[src/rtl/prc_pkg.sv]
// ----------------------------------------
// Control-source select shared definitions
// ----------------------------------------
package prc_pkg;
  // APB address width and register byte offsets
  localparam int unsigned ADDR_W = 8;
  localparam logic [7:0] OFS_CTRL = 8'h00;
  localparam logic [7:0] OFS_STAT = 8'h04;
  localparam logic [7:0] OFS_PLL = 8'h08;
  localparam logic [7:0] OFS_BANK_A = 8'h0C;
  localparam logic [7:0] OFS_BANK_B = 8'h10;
  localparam logic [7:0] OFS_BANK_C = 8'h14;
  localparam logic [7:0] OFS_BANK_D = 8'h18;
  localparam logic [7:0] OFS_FRAC = 8'h1C;
  localparam logic [7:0] OFS_STRAP = 8'h20;
  // Function indices, one select bit each
  localparam int NUM_FN = 5;
  localparam int FN_IN = 0;
  localparam int FN_D = 4;
  localparam int NUM_BANK = 3;
  // Field widths
  localparam int PLL_W = 16;
  localparam int BANK_W = 24;
  localparam int BANKD_W = 28;
  localparam int FRAC_W = 24;
  localparam int PRESET_W = 4;
  // Control register fields
  localparam int CTRL_SEL_LSB = 0;
  localparam int CTRL_REINIT_BIT = 8;
  // Status register fields
  localparam int STAT_LOCK = 0;
  localparam int STAT_REF = 1;
  localparam int STAT_SEL_LSB = 2;
  localparam int STAT_LOST = 8;
  localparam int STAT_FRAC = 9;
  // Bank D divider choice: 1 selects the fractional divider
  localparam int BANKD_FRAC_BIT = 17;
  // Reset values, all register control off
  localparam logic [NUM_FN-1:0] SEL_RST = 5'h00;
  localparam logic [PLL_W-1:0] PLL_RST = 16'h0000;
  localparam logic [BANK_W-1:0] BANK_RST = 24'h000000;
  localparam logic [BANKD_W-1:0] BANKD_RST = 28'h0000000;
  localparam logic [FRAC_W-1:0] FRAC_RST = 24'h000000;
  // Implemented bits of the bank words; the rest always read zero
  localparam logic [BANK_W-1:0] BANK_MASK = 24'hFFFF1F;
  localparam logic [BANKD_W-1:0] BANKD_MASK = 28'hD373F3F;
  // Three-level pin codes as seen by the comparators
  localparam logic [1:0] TRI_MID = 2'h1;
  localparam logic [1:0] TRI_OPEN = 2'h3;
  localparam logic [PRESET_W-1:0] TRI_LEVELS = 4'h3;

  // Open pin floats to middle through the bias network
  function automatic logic [1:0] prc_tri_lvl(input logic [1:0] code);
    return (code == TRI_OPEN) ? TRI_MID : code;
  endfunction

  // Pin pair to preset index 0..8, high pin most significant
  function automatic logic [PRESET_W-1:0] prc_preset(input logic [3:0] pins);
    return {2'h0, prc_tri_lvl(pins[3:2])} * TRI_LEVELS + {2'h0, prc_tri_lvl(pins[1:0])};
  endfunction
endpackage

[src/rtl/prc_ctrl.sv]
`timescale 1ns/100ps
// ----------------------------------------
// Behaviour
// - Reference pin low crystal, high diff clock
// - Lock output follows PLL lock state
// - One divider per bank, same frequency
// - Bank D integer or fractional, others integer
// - Power-up: every function under pin control
// - Each function moves to registers independently
// - Only one source applied per function
// - Register values reset to defaults
// - Unselected register fields kept, no effect
// - Own select bit and pin pair each
// - Bank D register set selectable
// - Pin changes accepted, not glitch-free
// - Pin change may lose phase, fraction
// - Reinit restores phase and fraction
// - Divider write then reinit loads values
// - Pin pairs decoded from three levels
// - Open three-level pin reads middle
// - Input pins pick nine PLL presets
// ----------------------------------------
module prc_ctrl
  import prc_pkg::*;
(
  input wire logic core_clk_i, // Control clock
  input wire logic rstn_i, // Sync reset, active low
  input wire logic [ADDR_W-1:0] paddr_i, // APB address
  input wire logic psel_i, // APB select
  input wire logic penable_i, // APB enable
  input wire logic pwrite_i, // APB write
  input wire logic [31:0] pwdata_i, // APB write data
  output logic [31:0] prdata_o, // APB read data
  output logic pready_o, // APB ready
  output logic pslverr_o, // APB error
  input wire logic ref_sel_i, // Reference select pin
  input wire logic pll_lock_i, // PLL lock detect
  input wire logic [3:0] input_freq_straps_i, // Input pins, 2 bits each
  input wire logic [3:0] bank_a_straps_i, // Bank A pins
  input wire logic [3:0] bank_b_straps_i, // Bank B pins
  input wire logic [3:0] bank_c_straps_i, // Bank C pins
  input wire logic [3:0] bank_d_straps_i, // Bank D pins
  output logic ref_clock_diff_sel_o, // 1 = differential ref
  output logic lock_o, // Lock status
  output logic [NUM_FN-1:0] source_sel_o, // 1 = register control
  output logic [NUM_FN*PRESET_W-1:0] preset_o, // Applied presets
  output logic [PLL_W-1:0] pll_cfg_o, // Applied PLL fields
  output logic [NUM_BANK*BANK_W-1:0] bank_cfg_o, // Banks A to C
  output logic [BANKD_W-1:0] bank_d_cfg_o, // Bank D fields
  output logic [FRAC_W-1:0] bank_d_fraction_o, // Bank D fraction
  output logic reinit_o, // Reload and realign pulse
  output logic phase_lost_o, // Alignment may be lost
  output logic frac_active_o // Fractional output running
);
  // ----------------------------------------
  // Registers and wires
  // ----------------------------------------
  logic [NUM_FN-1:0] sel_r; // Source selects
  logic [PLL_W-1:0] pll_r; // Prescaler, doubler, feedback
  logic [BANK_W-1:0] bank_r [NUM_BANK]; // Banks A to C
  logic [BANKD_W-1:0] bankd_r; // Bank D word
  logic [FRAC_W-1:0] frac_r; // Bank D fraction
  logic reinit_r; // Reinit pulse
  logic lost_r; // Sticky phase loss
  logic lock_r; // Lock output
  logic ref_r; // Reference select output
  logic frac_act_r; // Fraction running
  logic [31:0] prdata_r; // Read data
  logic pready_r; // Ready
  logic pslverr_r; // Error
  logic [31:0] rd_data; // Read mux
  logic rd_hit; // Mapped address
  logic setup; // APB setup phase
  logic wr_en; // Write commits
  logic any_chg; // Any pin change
  logic [3:0] pins [NUM_FN]; // Pin pairs by function
  logic [PRESET_W-1:0] dec [NUM_FN]; // Decoded presets
  logic [NUM_FN-1:0] chg; // Change pulses
  logic [PRESET_W-1:0] app [NUM_FN]; // Applied presets
  logic [BANK_W-1:0] bank_app [NUM_BANK]; // Applied bank fields
  logic [PLL_W-1:0] pll_app; // Applied PLL fields
  logic [BANKD_W+FRAC_W-1:0] d_app; // Applied bank D set
  logic [BANKD_W+FRAC_W-1:0] d_reg; // Bank D register set
  logic [NUM_BANK*BANK_W-1:0] bank_flat; // Flattened banks
  logic [NUM_FN*PRESET_W-1:0] preset_flat; // Flattened presets

  // Address compare, shared by read and write decode
  function automatic logic hit(input logic [ADDR_W-1:0] a, input logic [ADDR_W-1:0] o);
    return a == o;
  endfunction

  // ----------------------------------------
  // APB decode
  // ----------------------------------------
  assign setup = psel_i && !penable_i;
  // Writes land only at the edge that ends the access cycle
  assign wr_en = psel_i && penable_i && pready_r && pwrite_i;
  assign rd_hit = hit(paddr_i, OFS_CTRL) || hit(paddr_i, OFS_STAT)
    || hit(paddr_i, OFS_PLL) || hit(paddr_i, OFS_BANK_A)
    || hit(paddr_i, OFS_BANK_B) || hit(paddr_i, OFS_BANK_C)
    || hit(paddr_i, OFS_BANK_D) || hit(paddr_i, OFS_FRAC)
    || hit(paddr_i, OFS_STRAP);

  // Ready comes one cycle after setup: one access cycle, no waits
  always_ff @(posedge core_clk_i)
  begin
    if (!rstn_i)
    begin
      pready_r <= 1'b0;
      pslverr_r <= 1'b0;
      prdata_r <= '0;
    end
    else
    begin
      pready_r <= setup;
      // Unmapped addresses answer with an error
      pslverr_r <= setup && !rd_hit;
      prdata_r <= setup && !pwrite_i ? rd_data : '0;
    end
  end

  // Read mux; reinit reads back zero since it is a pulse
  always_comb
  begin
    rd_data = '0;
    case (paddr_i)
      OFS_CTRL: rd_data[CTRL_SEL_LSB +: NUM_FN] = sel_r;
      OFS_STAT:
      begin
        rd_data[STAT_LOCK] = lock_r;
        rd_data[STAT_REF] = ref_r;
        rd_data[STAT_SEL_LSB +: NUM_FN] = sel_r;
        rd_data[STAT_LOST] = lost_r;
        rd_data[STAT_FRAC] = frac_act_r;
      end
      OFS_PLL: rd_data[PLL_W-1:0] = pll_r;
      OFS_BANK_A: rd_data[BANK_W-1:0] = bank_r[0];
      OFS_BANK_B: rd_data[BANK_W-1:0] = bank_r[1];
      OFS_BANK_C: rd_data[BANK_W-1:0] = bank_r[2];
      OFS_BANK_D: rd_data[BANKD_W-1:0] = bankd_r;
      OFS_FRAC: rd_data[FRAC_W-1:0] = frac_r;
      OFS_STRAP: rd_data[NUM_FN*PRESET_W-1:0] = preset_flat;
      default: rd_data = '0;
    endcase
  end

  // ----------------------------------------
  // Configuration registers
  // ----------------------------------------
  // Control, PLL and bank D words; held while pins rule
  always_ff @(posedge core_clk_i)
  begin
    if (!rstn_i)
    begin
      sel_r <= SEL_RST;
      pll_r <= PLL_RST;
      bankd_r <= BANKD_RST;
      frac_r <= FRAC_RST;
    end
    else if (wr_en)
    begin
      if (hit(paddr_i, OFS_CTRL))
      begin
        sel_r <= pwdata_i[CTRL_SEL_LSB +: NUM_FN];
      end
      if (hit(paddr_i, OFS_PLL))
      begin
        pll_r <= pwdata_i[PLL_W-1:0];
      end
      if (hit(paddr_i, OFS_BANK_D))
      begin
        // Reserved bits are dropped so that they read back zero
        bankd_r <= pwdata_i[BANKD_W-1:0] & BANKD_MASK;
      end
      if (hit(paddr_i, OFS_FRAC))
      begin
        frac_r <= pwdata_i[FRAC_W-1:0];
      end
    end
  end

  // Banks A to C share one layout
  genvar b;
  generate
    for (b = 0; b < NUM_BANK; b++)
    begin : g_bank
      localparam logic [7:0] OFS = OFS_BANK_A + 8'(4 * b);
      always_ff @(posedge core_clk_i)
      begin
        if (!rstn_i)
        begin
          bank_r[b] <= BANK_RST;
        end
        else if (wr_en && hit(paddr_i, OFS))
        begin
          // Divider, powerdowns, style, swing
          // Reserved bits are dropped so that they read back zero
          bank_r[b] <= pwdata_i[BANK_W-1:0] & BANK_MASK;
        end
      end
    end
  endgenerate

  // ----------------------------------------
  // Reinitialise and status
  // ----------------------------------------
  assign any_chg = |chg;

  // Reinit pulse, phase loss flag, pin status
  always_ff @(posedge core_clk_i)
  begin
    if (!rstn_i)
    begin
      reinit_r <= 1'b0;
      lost_r <= 1'b0;
      lock_r <= 1'b0;
      ref_r <= 1'b0;
      frac_act_r <= 1'b0;
    end
    else
    begin
      reinit_r <= wr_en && hit(paddr_i, OFS_CTRL) && pwdata_i[CTRL_REINIT_BIT];
      // Pin change flags phase loss
      // A pin change in the reinit cycle wins: alignment is still unsure
      if (any_chg)
      begin
        lost_r <= 1'b1;
      end
      else if (reinit_r)
      begin
        lost_r <= 1'b0;
      end
      lock_r <= pll_lock_i;
      ref_r <= ref_sel_i;
      // Fraction runs only when aligned
      // Held off until a reinit clears the loss, never mid-change
      frac_act_r <= d_app[BANKD_FRAC_BIT] && !lost_r && !any_chg;
    end
  end

  // ----------------------------------------
  // Pin decode and source select
  // ----------------------------------------
  assign pins[0] = input_freq_straps_i;
  assign pins[1] = bank_a_straps_i;
  assign pins[2] = bank_b_straps_i;
  assign pins[3] = bank_c_straps_i;
  assign pins[4] = bank_d_straps_i;

  genvar f;
  generate
    for (f = 0; f < NUM_FN; f++)
    begin : g_fn
      prc_strap_dec u_dec (
        .core_clk_i(core_clk_i),
        .rstn_i(rstn_i),
        .pins_i(pins[f]),
        .preset_o(dec[f]),
        .chg_o(chg[f])
      );
      assign preset_flat[f*PRESET_W +: PRESET_W] = app[f];
    end
  endgenerate

  // Input side: prescaler, doubler, feedback divider
  prc_src_mux #(.W(PLL_W)) u_in_mux (
    .core_clk_i(core_clk_i),
    .rstn_i(rstn_i),
    .sel_i(sel_r[FN_IN]),
    .preset_i(dec[FN_IN]),
    .reg_i(pll_r),
    .reload_i(reinit_r),
    .preset_o(app[FN_IN]),
    .cfg_o(pll_app)
  );

  generate
    for (b = 0; b < NUM_BANK; b++)
    begin : g_bmux
      prc_src_mux #(.W(BANK_W)) u_mux (
        .core_clk_i(core_clk_i),
        .rstn_i(rstn_i),
        .sel_i(sel_r[b+1]),
        .preset_i(dec[b+1]),
        .reg_i(bank_r[b]),
        .reload_i(reinit_r),
        .preset_o(app[b+1]),
        .cfg_o(bank_app[b])
      );
      assign bank_flat[b*BANK_W +: BANK_W] = bank_app[b];
    end
  endgenerate

  // Bank D carries integer word and fraction together
  assign d_reg = {frac_r, bankd_r};

  prc_src_mux #(.W(BANKD_W+FRAC_W)) u_d_mux (
    .core_clk_i(core_clk_i),
    .rstn_i(rstn_i),
    .sel_i(sel_r[FN_D]),
    .preset_i(dec[FN_D]),
    .reg_i(d_reg),
    .reload_i(reinit_r),
    .preset_o(app[FN_D]),
    .cfg_o(d_app)
  );

  // ----------------------------------------
  // Outputs, all from flip-flops
  // ----------------------------------------
  assign prdata_o = prdata_r;
  assign pready_o = pready_r;
  assign pslverr_o = pslverr_r;
  assign ref_clock_diff_sel_o = ref_r;
  assign lock_o = lock_r;
  assign source_sel_o = sel_r;
  assign preset_o = preset_flat;
  assign pll_cfg_o = pll_app;
  assign bank_cfg_o = bank_flat;
  assign bank_d_cfg_o = d_app[BANKD_W-1:0];
  assign bank_d_fraction_o = d_app[BANKD_W +: FRAC_W];
  assign reinit_o = reinit_r;
  assign phase_lost_o = lost_r;
  assign frac_active_o = frac_act_r;
endmodule // prc_ctrl

[src/rtl/prc_strap_dec.sv]
`timescale 1ns/100ps
// ----------------------------------------
// Strap pair decoder with change detect
// ----------------------------------------
module prc_strap_dec
  import prc_pkg::*;
(
  input wire logic core_clk_i, // Control clock
  input wire logic rstn_i, // Sync reset, active low
  input wire logic [3:0] pins_i, // Two three-level pin codes
  output logic [PRESET_W-1:0] preset_o, // Decoded preset index
  output logic chg_o // Pulse on a pin change
);
  logic [PRESET_W-1:0] preset_r; // Registered preset
  logic [PRESET_W-1:0] preset_nxt; // Fresh decode
  logic chg_r; // Change pulse
  logic valid_r; // First decode done

  assign preset_nxt = prc_preset(pins_i);

  // Decode register; the first sample after reset is not a change
  always_ff @(posedge core_clk_i)
  begin
    if (!rstn_i)
    begin
      preset_r <= '0;
      chg_r <= 1'b0;
      valid_r <= 1'b0;
    end
    else
    begin
      preset_r <= preset_nxt;
      valid_r <= 1'b1;
      chg_r <= valid_r && (preset_nxt != preset_r);
    end
  end

  assign preset_o = preset_r;
  assign chg_o = chg_r;
endmodule // prc_strap_dec

[src/rtl/prc_src_mux.sv]
`timescale 1ns/100ps
// ----------------------------------------
// Pin or register source select, one function
// ----------------------------------------
module prc_src_mux
  import prc_pkg::*;
#(
  parameter int W = BANK_W // Register field width
)
(
  input wire logic core_clk_i, // Control clock
  input wire logic rstn_i, // Sync reset, active low
  input wire logic sel_i, // 1 = register control
  input wire logic [PRESET_W-1:0] preset_i, // Pin preset
  input wire logic [W-1:0] reg_i, // Register fields
  input wire logic reload_i, // Reinitialise pulse
  output logic [PRESET_W-1:0] preset_o, // Applied preset
  output logic [W-1:0] cfg_o // Applied register fields
);
  logic sel_d_r; // Select, one cycle late
  logic [PRESET_W-1:0] preset_r; // Applied preset
  logic [W-1:0] cfg_r; // Applied fields
  logic load; // Take register fields now

  // Fresh select takes values at once
  assign load = sel_i && (!sel_d_r || reload_i);

  // Exactly one side is live; the other reads zero
  always_ff @(posedge core_clk_i)
  begin
    if (!rstn_i)
    begin
      sel_d_r <= 1'b0;
      preset_r <= '0;
      cfg_r <= '0;
    end
    else
    begin
      sel_d_r <= sel_i;
      preset_r <= sel_i ? '0 : preset_i;
      if (!sel_i)
      begin
        cfg_r <= '0;
      end
      else if (load)
      begin
        cfg_r <= reg_i;
      end
    end
  end

  assign preset_o = preset_r;
  assign cfg_o = cfg_r;
endmodule // prc_src_mux

[config.mk]
export PLATFORM = sky130hd
export DESIGN_NAME = prc_ctrl
export DESIGN_NICKNAME = d
export VERILOG_FILES = /design/src/rtl/prc_pkg.sv /design/src/rtl/prc_ctrl.sv /design/src/rtl/prc_strap_dec.sv /design/src/rtl/prc_src_mux.sv
export SDC_FILE = /design/constraint.sdc
export NUM_CORES = 1
export LEC_CHECK = 0
export BUFFER_PORTS_ARGS = -buffer_cell sky130_fd_sc_hd__buf_2
export CAP_MARGIN = 30
export CELL_PAD_IN_SITES_DETAIL_PLACEMENT = 2
export CELL_PAD_IN_SITES_GLOBAL_PLACEMENT = 2
export CORE_MARGIN = 4
export CORE_UTILIZATION = 37
export CTS_CLUSTER_SIZE = 40
export DETAILED_ROUTE_END_ITERATION = 12
export GPL_ROUTABILITY_DRIVEN = 0
export PLACE_DENSITY = 0.91
export SLEW_MARGIN = 20
export SYNTH_ARGS = -nofsm -noshare
export SYNTH_HDL_FRONTEND = slang
export SYNTH_SLANG_ARGS = --single-unit
[constraint.sdc]
create_clock -name core_clk_i -period 6.2 [get_ports core_clk_i]
set_input_delay 1.55 -clock core_clk_i [delete_from_list [all_inputs] [get_ports core_clk_i]]
set_output_delay 1.55 -clock core_clk_i [all_outputs]
set_load 0.005 [all_outputs]
* After elaboration in Yosys (flattened, before gate mapping)
Memories as Yosys holds them, arrays and structs flattened.
Cells that the tools add are included.
W data, S select, Z words.
** Cells by class
- $add $sub $neg :: 5
- Reductions and logical operators :: 65
- Multipliers :: 5
- Eq/ne operators :: 23
- Multiplexer cells :: 33
- Bitwise operators :: 4
** Operator list (number)
- $mux W21 :: 3
- $pmux W5 S9 :: 1
- $pmux W6 S7 :: 1
- $eq A8 B5 Y1 const B :: 4
- $pmux W2 S8 :: 2
- $pmux W4 S6 :: 1
- $logic_and A1 B1 Y1 :: 23
- $add A4 B2 Y4 :: 5
- $eq A2 B2 Y1 const B :: 10
- $mul A2 B2 Y4 const B :: 5
- $mux W2 :: 10
- $ne A4 B4 Y1 :: 5
- $pmux W4 S5 :: 1
- $reduce_and A2 Y1 :: 10
- $eq A8 B4 Y1 const B :: 2
- $logic_or A1 B1 Y1 :: 13
- $mux W1 :: 13
- $logic_not A1 Y1 :: 10
- $reduce_or A2 Y1 :: 5
- $eq A8 B3 Y1 const B :: 1
- $eq A8 B6 Y1 const B :: 1
- $logic_not A8 Y1 :: 1
- $pmux W1 S6 :: 1
- $reduce_or A5 Y1 :: 1
- other kinds (4) :: 6
** Storage, ports and cells
- Memories :: 1
- Bits in registers :: 286
- Logic and storage cells :: 176
- Bits of input ports :: 67
- Memory bits (writable) :: 63
** Memories
- bank_r :: words 3, bits a word 21, rd ports 3, clocked after Yosys merged registers in 0, write ports 3, RTL line prc_ctrl.sv:60 : logic [BANK_W-1:0] bank_r [NUM_BANK];

* Logic depth before layout (Yosys ltp)
Gate-level depths: netlist (run 1).
- Depth after elaboration :: 11
- Depth in mapped cells :: 8
- Depth with buffers taken out :: 7

* By module
A second synthesis (run 1) with hierarchy kept.
** Unflattened totals
- Cell total of the unflattened synthesis :: 1524
- Area, all modules :: 14407.6 um^2
** By module, submodules not included
- prc_ctrl :: cells an instance 714, sequential area each 3873.7 um^2, area each 7226.9 um^2, instances 1
- prc_src_mux at g_bmux[0].u_mux ... :: cells an instance 118, sequential area each 580.6 um^2, area each 999.7 um^2, instances 3
- prc_src_mux at u_d_mux :: cells an instance 239, sequential area each 1141.1 um^2, area each 1934.4 um^2, instances 1
- prc_strap_dec at g_fn[0].u_dec ... :: cells an instance 27, sequential area each 120.1 um^2, area each 294.0 um^2, instances 4
- prc_src_mux at u_in_mux :: cells an instance 83, sequential area each 420.4 um^2, area each 789.5 um^2, instances 1
- prc_strap_dec at g_fn[4].u_dec :: cells an instance 26, sequential area each 120.1 um^2, area each 281.5 um^2, instances 1

* Worst setup path before layout (run 1)
OpenSTA, ideal clock, no wires.
- Kind :: input to register
- From :: input paddr_i[1]
- To :: memory bank_r[0][0] (netlist name) (enable)
- Arrival time :: 4187 ps
- Setup slack :: 1585 ps
- Path buffers :: 1
- Stages :: 5
- Cell sequence :: or4_4 -> buf_6 -> nor4_4 -> inv_1 -> o21ai_0
** RTL lines
- start: declaration :: RTL line prc_ctrl.sv:28 : input wire logic [ADDR_W-1:0] paddr_i,
- end: declaration :: RTL line prc_ctrl.sv:60

==> results.md, run 1 <==
- The run finished with clean final reports.
- The final layout contains 1615 nets.
- The transition time at the pin with the least slew margin is 0.987 ns.
- The static leakage is 7.27 nW.
- After clock tree synthesis, the clock-pin slew on the worst setup and hold paths is 0.06 ns.
- For this run, the share of the core covered by cells in the final layout is 0.453.
- In the global route stage, met1 resource usage came out at 0.369.
- The worst path meets setup with 2.33 ns of slack.
- The number of global-route vias before repair is 12863.
- The clock skew after layout is 0.0176 ns.
- The die extent in x is 199 um.
- The tree is rooted in a clkbuf_16.
- The clock network latency to the later pin of the worst-skew pair is 0.54 ns.
- The total of fill cells in the finished design is 3670.
- The critical path in this run is classified as primary input to register.
- The flip-flop and latch count after synthesis is 336.
- The worst-case vdd ir drop is 169 uV.
- The placed instances occupy a cell area of 14900 um^2.
- The worst reg2reg path endpoint is bank_r[0][0]$_SDFFCE_PN0P_.
- STA classifies the critical path startpoint as a primary input.
- The fraction of met3 tracks used by global routing is 0.0678.
- The source of the critical timing path is paddr_i[1].
- Port buffering added 243 buffers.
- The synthesized netlist occupies a cell area of 13500 um^2.
- The area growth from synthesis to layout is 20.1%.
- Summing all multi-input logic gate instances after layout gives 5550 um^2.
- Dividing the detail-routed wire length by the instance count gives 31.5 um.
- The finished cells cover 16200 um^2.
- The setup slack on the worst flop-to-flop path is 3.36 ns.
- The worst slack on hold paths is 0.457 ns.
- The total count of max-transition violations in the final report is 0.
- The die covers 39600 um^2.
- The total congestion overflow is 0.
- The top fanout value on the critical path is 15.
- The number of buffers on the longest clock path is 3.
- The data arrival at the endpoint of the critical path is 4.09 ns.
- The predominant post-synthesis flop cell is dfxtp_1.
- The hold violation count in the final report is 0.
- The worst slack after detailed placement is 1.98 ns.
- After synthesis, the share of flip-flops with an asynchronous set or reset is 0.
- The number of max-capacitance violations reported is 0.
- The end point of the critical path is bank_r[0][19]$_SDFFCE_PN0P_.
- Before antenna repair, the detailed router went through 5 iterations.
- The fraction of met2 tracks used by global routing is 0.516.
- The post-layout minimum cycle time is 3.87 ns.
- Entering global routing, the biggest net connects 57 pins.
- The Yosys step of the flow raised 0 warnings.
- The total via count in the routed design is 11980.
- The critical path's largest stage delay is 0.68 ns.
- The highest-delay cell along the critical path is or4_4.
- After detailed routing, the number of remaining DRC violations is 0.
- The register area is 7360 um^2.
- The nature of the critical path endpoint is a register.
- The setup TNS is 0 ns.
- Once detail routing completed, the nets flagged for antenna violations numbered 0.
- The finished layout holds 2022 standard cells, fillers aside.
- The chip height is 199 um.
- The share of the Yosys chip area taken by registers is 0.544.
- The number of setup buffers added after CTS is 0.
- The length in cells of the worst reg-to-reg path is 5.
- Summed over all layers, the routed wires come to 63700 um.
- The floorplan has 69 rows.
- The half-perimeter wire length after detailed placement is 41000 um.
- The synthesized design contains 63 enable-type register cells.
- In the routed layout, each cell is associated on average with a via count of 5.92.
- Static timing analysis puts the maximum clock frequency at 258 MHz.
- The cell count after synthesis is 1331.
- The number of hold buffers added after cts is 0.
- The layer flagged by global routing as most heavily used is met2.
- The post-synthesis average cell area is 10.2 um^2.
- The initial antenna violation count is 4.
- The tightest min-delay check is of the register to register type.
- Setup violations remaining at the end of the flow were counted as 0.
- The TritonCTS clock tree is done.
- The area of the core is 35800 um^2.
- The violation count after the first detailed-route iteration is 1123.
- In the final layout, the share of cells above drive strength 1 is 0.270.
- The number of distinct library cell variants in the gate-level netlist after synthesis is 55.
- The worst register-to-register path begins at pready_o$_SDFF_PN0_.
- Setup repair after global routing left no endpoint under its margin.
- The data required time at the worst endpoint is 6.42 ns.
- Headroom to the max-slew limit came out at 0.341.
- For this configuration, the core starts out at a cell density of 0.377.
- Once placement completed, the tool counted placed cells totaling 1945.
- Of the available clock period, the critical path in the final layout requires 0.624.
- For this design the top-level I/O count stands at 271.
- The post-cts sizing count is 0.
- The clock net in this run drives a total of 336 sinks.
- The H-tree was split into 2 levels.
- Walking the worst path, the cells encountered are buf_2, or4_4, nor4_4, inv_1, o21ai_1, buf_4.
- The CTS buffer count is 37.
- The global-route wire length before repair is 90800 um.
- The post-route total power is 4.92 mW.
- The power per unit of standard cell area is 303 nW/um^2.
- Across every metal layer, demand over resource in global routing totals 0.308.
-- critical path: cells and delay by family --
kind                   cells  cell delay (ns)
buffers and inverters      3             0.62
and+or+nand+nor            2             1.30
AOI/OAI and AO/OA          1             0.60
-- cell usage after synthesis (all sizes together) (2+ instances only) --
cell	n	area, um^2
or2	6	37.5
a22oi	18	135
nand2	271	1020
or4	2	18.8
xor2	6	52.6
and2	111	696
mux2	9	101
nand3	29	145
inv	12	45.0
a21oi	82	410
a31oi	5	31.3
xnor2	14	123
nor3	10	66.3
edfxtp	63	1890
ha	15	188
dfxtp	273	5470
a221oi	3	26.3
clkbuf	75	282
o21ai	13	65.1
a21boi	66	495
nor4b	2	17.5
a41oi	5	43.8
o221a	62	698
nor2b	33	206
mux4	9	203
buf	53	360
nand2b	9	56.3
o22a	2	17.5
fa	5	100
mux2i	14	140
a32oi	7	61.3
a22o	6	52.6
and3	5	31.3
o211ai	2	15.0
nor4	7	88.8
nor2	19	73.8
-- metal layers --
layer | vias up | part of all wire
li1 | 4962 | -
met1 | 6063 | 0.38
met2 | 715 | 0.47
met3 | 236 | 0.077
met4 | 4 | 0.069
met5 | - | 0.00025
-- area by class of cell --
| type | instances | area share |
|---|---|---|
| Antenna cell | 4 | 0.000617 |
| Clock buffer | 55 | 0.0694 |
| Clock inverter | 13 | 0.00886 |
| Inverter | 13 | 0.00301 |
| Multi-Input combinational cell | 875 | 0.342 |
| Sequential cell | 336 | 0.453 |
| Tap cell | 461 | 0.0355 |
| Timing Repair Buffer | 265 | 0.0872 |
-- logic make-up after synthesis --
logic type | Yosys count | synth area share
DFF | 336 | 0.544
other | 1 | 0.000278
and+or+nand+nor | 506 | 0.183
AOI/OAI and AO/OA | 275 | 0.154
xor gates and xnor gates | 20 | 0.0130
buffers and inverters | 141 | 0.0511
adders and majority gates | 20 | 0.0213
muxes | 32 | 0.0329
-- flip-flops by register name, summed over array words and instances (netlist names), 3 cells and up --
name,count
bank_r,63
u_in_mux.preset_o,4
u_d_mux.cfg_o,44
g_fn.u_dec.chg_o,5
frac_r,24
bankd_r,20
u_in_mux.cfg_o,16
g_bmux.u_mux.preset_o,12
u_d_mux.preset_o,4
g_bmux.u_mux.sel_d_r,3
g_fn.u_dec.preset_o,20
source_sel_o,5
prdata_o,27
pll_r,16
g_bmux.u_mux.cfg_o,63
-- where the power goes --
group	switching (mW)	internal [mW]
clock	0.991	1.39
sequential	0.0353	2.25
combinational	0.159	0.0903
total	1.19	3.73
-- placed cells by master, fill, tap and decap left out, types with 14 or more instances in the layout --
cell type  instances
clkbuf_16         39
xnor2_1           14
a21boi_1          41
and2_1           109
buf_2            245
nor2b_1           31
o221a_2           62
a22oi_1           18
mux2i_1           14
conb_1            22
a21boi_0          25
dfxtp_1          273
nor2_1            18
nand2_1          271
buf_4             15
nand3_1           29
edfxtp_1          63
a21oi_1           82
ha_1              15
-- worst min path at each step --
stage,startpoint,depth (start not counted),to
finish,g_bmux[2].u_mux.cfg_o[13]$_SDFFE_PN0P_,2,g_bmux[2].u_mux.cfg_o[13]$_SDFFE_PN0P_
global route,g_bmux[2].u_mux.cfg_o[13]$_SDFFE_PN0P_,2,g_bmux[2].u_mux.cfg_o[13]$_SDFFE_PN0P_
CTS,g_bmux[0].u_mux.cfg_o[9]$_SDFFE_PN0P_,2,g_bmux[0].u_mux.cfg_o[9]$_SDFFE_PN0P_
detailed placement,g_fn[1].u_dec.chg_o$_SDFF_PN0_,1,frac_active_o$_SDFF_PN0_
global placement,g_fn[1].u_dec.chg_o$_SDFF_PN0_,1,frac_active_o$_SDFF_PN0_
floorplan,g_fn[1].u_dec.chg_o$_SDFF_PN0_,1,frac_active_o$_SDFF_PN0_
No activity file was read; power rests on OpenSTA's default activity.
==> run 2: changes to the inputs <==
- ABC_AREA: not set -> 1
- CORE_UTILIZATION: 37 -> 32
- PLACE_DENSITY: 0.91 -> 0.85
- clock period: 6.2 -> 3.91 ns (I/O delays scaled with it)
==> run 2 against run 1 <==
Against the previous run:
- worst setup slack worse by 1.1 ns
- synthesized area down 2.5%
- total power up 52%
- design area down 1.7%
- sequential cell count unchanged
- non-clock buffer count down 4
- critical path type unchanged
- largest power group is now sequential cells
- synthesized cell count up 16%
- global-route usage down 7.5 points
- largest cell class unchanged
- core utilization down 6.1 points
- cell count up 15%
==> results.md, run 2 <==
- The flow ran to the end, and the final reports show no timing, DRC or antenna violations.
- The multi-input logic area is 4490 um^2 (-19%).
- The pin count of the biggest net entering global routing is 69 (+21%).
- The first-pass detailed-route iteration total is 5 (unchanged).
- The portion of the post-synthesis area used by sequential elements is 0.558 (+0.0139).
- The beginning of the worst register-to-register path is reinit_o$_SDFF_PN0_.
- Timing would allow up to 376 MHz.
- The clock network latency to the later pin of the worst-skew pair was 0.55 ns (about the same).
- The total count of max-transition violations in the final report is 0 (unchanged).
- The number of hold buffers added after cts is 0 (unchanged).
- The static leakage is 7.15 nW (-1.6%).
- The relative slew slack came to 0.344 (+0.00341).
- The total congestion overflow is 0 (unchanged).
- The area growth from synthesis to layout is 21.1%.
- The CTS buffer count was 39 (+5.4%).
- The Yosys warning count is 0 (unchanged).
- Counting I/O delays and the setup requirement, the final critical path takes 2.66 ns.
- The routed wire length per instance is 23.3 um (-26%).
- The placement row count is 74 (+7.2%).
- The total track usage was 0.233 (-0.0752).
- The number of synthesized flops with an enable pin came to 63 (unchanged).
- The flip-flop and latch count after synthesis is 336 (unchanged).
- The predominant post-synthesis flop cell is dfxtp_1.
- The post-synthesis average cell area came to 8.57 um^2 (-16%).
- The register area is 7360 um^2 (unchanged).
- The setup TNS came to 0 ns (unchanged).
- The source of the critical timing path is paddr_i[5].
- The post-cts sizing count is 0 (unchanged).
- The total of endpoints with negative setup slack in the final report was 0 (unchanged).
- The library cells used most frequently in the layout, excluding fill and tap cells, are dfxtp_1, buf_2, inv_1.
- The data arrival at the endpoint of the critical path came to 3.04 ns (-1.05 ns).
- The cell area after technology mapping is 13200 um^2 (-2.5%).
- The power per unit of standard cell area is 467 nW/um^2 (+54%).
- The transition time at the pin with the least slew margin is 0.974 ns (-0.0130 ns).
- The final layout net count is 1841 (+14%).
- The number of distinct library cell variants in the gate-level netlist after synthesis is 39 (-29%).
- CTS placed an instance of clkbuf_16 at the clock tree root.
- The number of clock sinks is 336 (unchanged).
- The number of buffers on the longest clock path came to 3 (unchanged).
- The global-route wire length before repair is 78900 um (-13%).
- By instance count, the leading cell after synthesis is dfxtp_1.
- The critical path in this run is classified as primary input to register.
- The fraction of layout instances using a drive strength above 1 is 0.204 (-0.0662).
- The number of nets with antenna violations after detailed routing was 0 (unchanged).
- The number of buffers inserted to repair setup after CTS is 0 (unchanged).
- The floorplan die area was 44500 um^2 (+12%).
- The area of the core is 40700 um^2 (+14%).
- The clock skew after layout was 0.0247 ns (+0.00712 ns).
- The total of fill cells in the finished design is 4635 (+26%).
- The half-perimeter wire length after detailed placement is 40200 um (-1.9%).
- The top fanout value on the critical path is 47 (+32).
- The total via count in the routed design is 11746 (-2.0%).
- The library cell used most frequently in the layout, excluding fill and tap cells, is dfxtp_1.
- Summed over all instances, the cell type with the most area after synthesis is dfxtp_1.
- Setup repair after global routing left no endpoint under its margin.
- The top-area cell type share of the netlist area is 0.415 (+0.0103).
- The TritonCTS clock tree is done.
- The violation count after the first detailed-route iteration is 769 (-32%).
- The class of the tightest hold or removal check is register to register.
- The sort of element at the start of the critical path is a primary input.
- The worst-case vdd ir drop is 217 uV (+28%).
- The worst min-delay path startpoint is g_fn[4].u_dec.preset_o[0]$_SDFF_PN0_.
- The via-per-instance ratio is 5.07 (-14%).
- The commonest cells after synthesis are dfxtp_1, inv_1, o21ai_0.
- The post-detailed-route DRC marker count is 0 (unchanged).
- The cell count after synthesis is 1538 (+16%).
- The number of global-route vias before repair is 12642 (-1.7%).
- The data required time at the worst endpoint is 4.29 ns (-2.13 ns).
- The initial core utilization is 0.323 (-0.0537).
- The final wirelength was 54000 um (-15%).
- The die extent in x is 211 um (+5.9%).
- The count of pins on the block boundary was 271 (unchanged).
- The nature of the critical path endpoint is a register.
- The post-synthesis async set-or-reset flop share came to 0 (unchanged).
- The count of H-tree levels built during CTS came to 2 (unchanged).
- The final cycle utilization of the critical path is 0.681.
- The worst-case setup margin in the final layout is 1.25 ns (-1.08 ns).
- After synthesis, the cell types taking the most area are dfxtp_1, edfxtp_1, o21ai_0.
- The post-CTS clock slew at the launch and capture registers of the worst setup and hold paths is 0.06 ns (about the same).
- The chip height came to 211 um (+5.9%).
- The core utilization of the finished layout came to 0.392 (-0.0613).
- The number of max-capacitance violations reported is 0 (unchanged).
- The worst slack after detailed placement is 0.801 ns (-1.18 ns).
- The initial antenna violation count is 5 (+1).
- The number of input and output port buffers inserted is 243 (unchanged).
- The hold violation count in the final report came to 0 (unchanged).
[run 2: cell count changes after synthesis, moves of 106 or more]
cell / before / now
nor2_1: 18 / 194
inv_1: 12 / 210
o21ai_0: 13 / 207
a21oi_1: 82 / 188
nand2_1: 271 / 145
and2_1: 109 / 0
[run 2: kinds of logic after synthesis]
kind of cell    count (synthesis)  synth area share
compound gates                434             0.169
other cells                     1          0.000285
simple gates                  402             0.130
xor+xnor                       20            0.0133
buf+inv                       325             0.107
fa+ha+maj                      20            0.0218
flops                         336             0.558
[run 2: area by class of cell]
| class | count | share of cell area |
|---|---|---|
| flip-flops and latches | 336 | 0.461 |
| multi-input cells | 898 | 0.282 |
| repair buffers | 261 | 0.0870 |
| clock buffers | 59 | 0.0722 |
| inverters | 218 | 0.0514 |
| well taps | 532 | 0.0417 |
| clock inverters | 11 | 0.00463 |
| diodes | 3 | 0.000470 |
[run 2: layer usage]
layer,global-route usage,share of wire,vias up
li1,-,-,5362
met1,0.288,0.41,5916
met2,0.416,0.51,374
met3,0.0374,0.055,90
met4,0.0760,0.033,4
met5,0,0.00050,-
[run 2: final timing paths]
kind / slack, ns / end / depth (start not counted)
min reg2reg: 0.45 / u_d_mux.preset_o[0]$_SDFF_PP0_ / 2
min: 0.45 / u_d_mux.preset_o[0]$_SDFF_PP0_ / 2
max reg2reg: 1.52 / g_bmux[1].u_mux.cfg_o[16]$_SDFFE_PN0P_ / 6
max: 1.25 / frac_r[5]$_SDFFE_PN0P_ / 9
[run 2: per-stage QoR]
stage / power [mW] / hold slack, ns / cell area (um^2) / std cells
after global routing: 7.72 / 0.481 / 16000 / 2316
after detailed placement: 4.01 / 0.443 / 14700 / 2243
after global placement: 3.98 / 0.430 / 14700 / 2243
final: 7.46 / 0.450 / 16000 / 2318
after CTS: 7.53 / 0.453 / 15900 / 2313
after floorplan: 3.87 / 0.420 / 13300 / 1559
[run 2: critical path, cell delays in order]
cell     delay, ns
buf_2         0.12
inv_1         0.05
nand2_1       0.08
nor2_4        0.21
nand2_4       0.25
inv_2         0.23
nand2_2       0.56
o21ai_0       0.44
a21oi_1       0.09
[run 2: report_power, final]
group          internal (mW)  leakage [nW]  switching, mW
clock                   2.04         0.607           1.48
combinational          0.112          3.66          0.209
sequential              3.58          2.88         0.0397
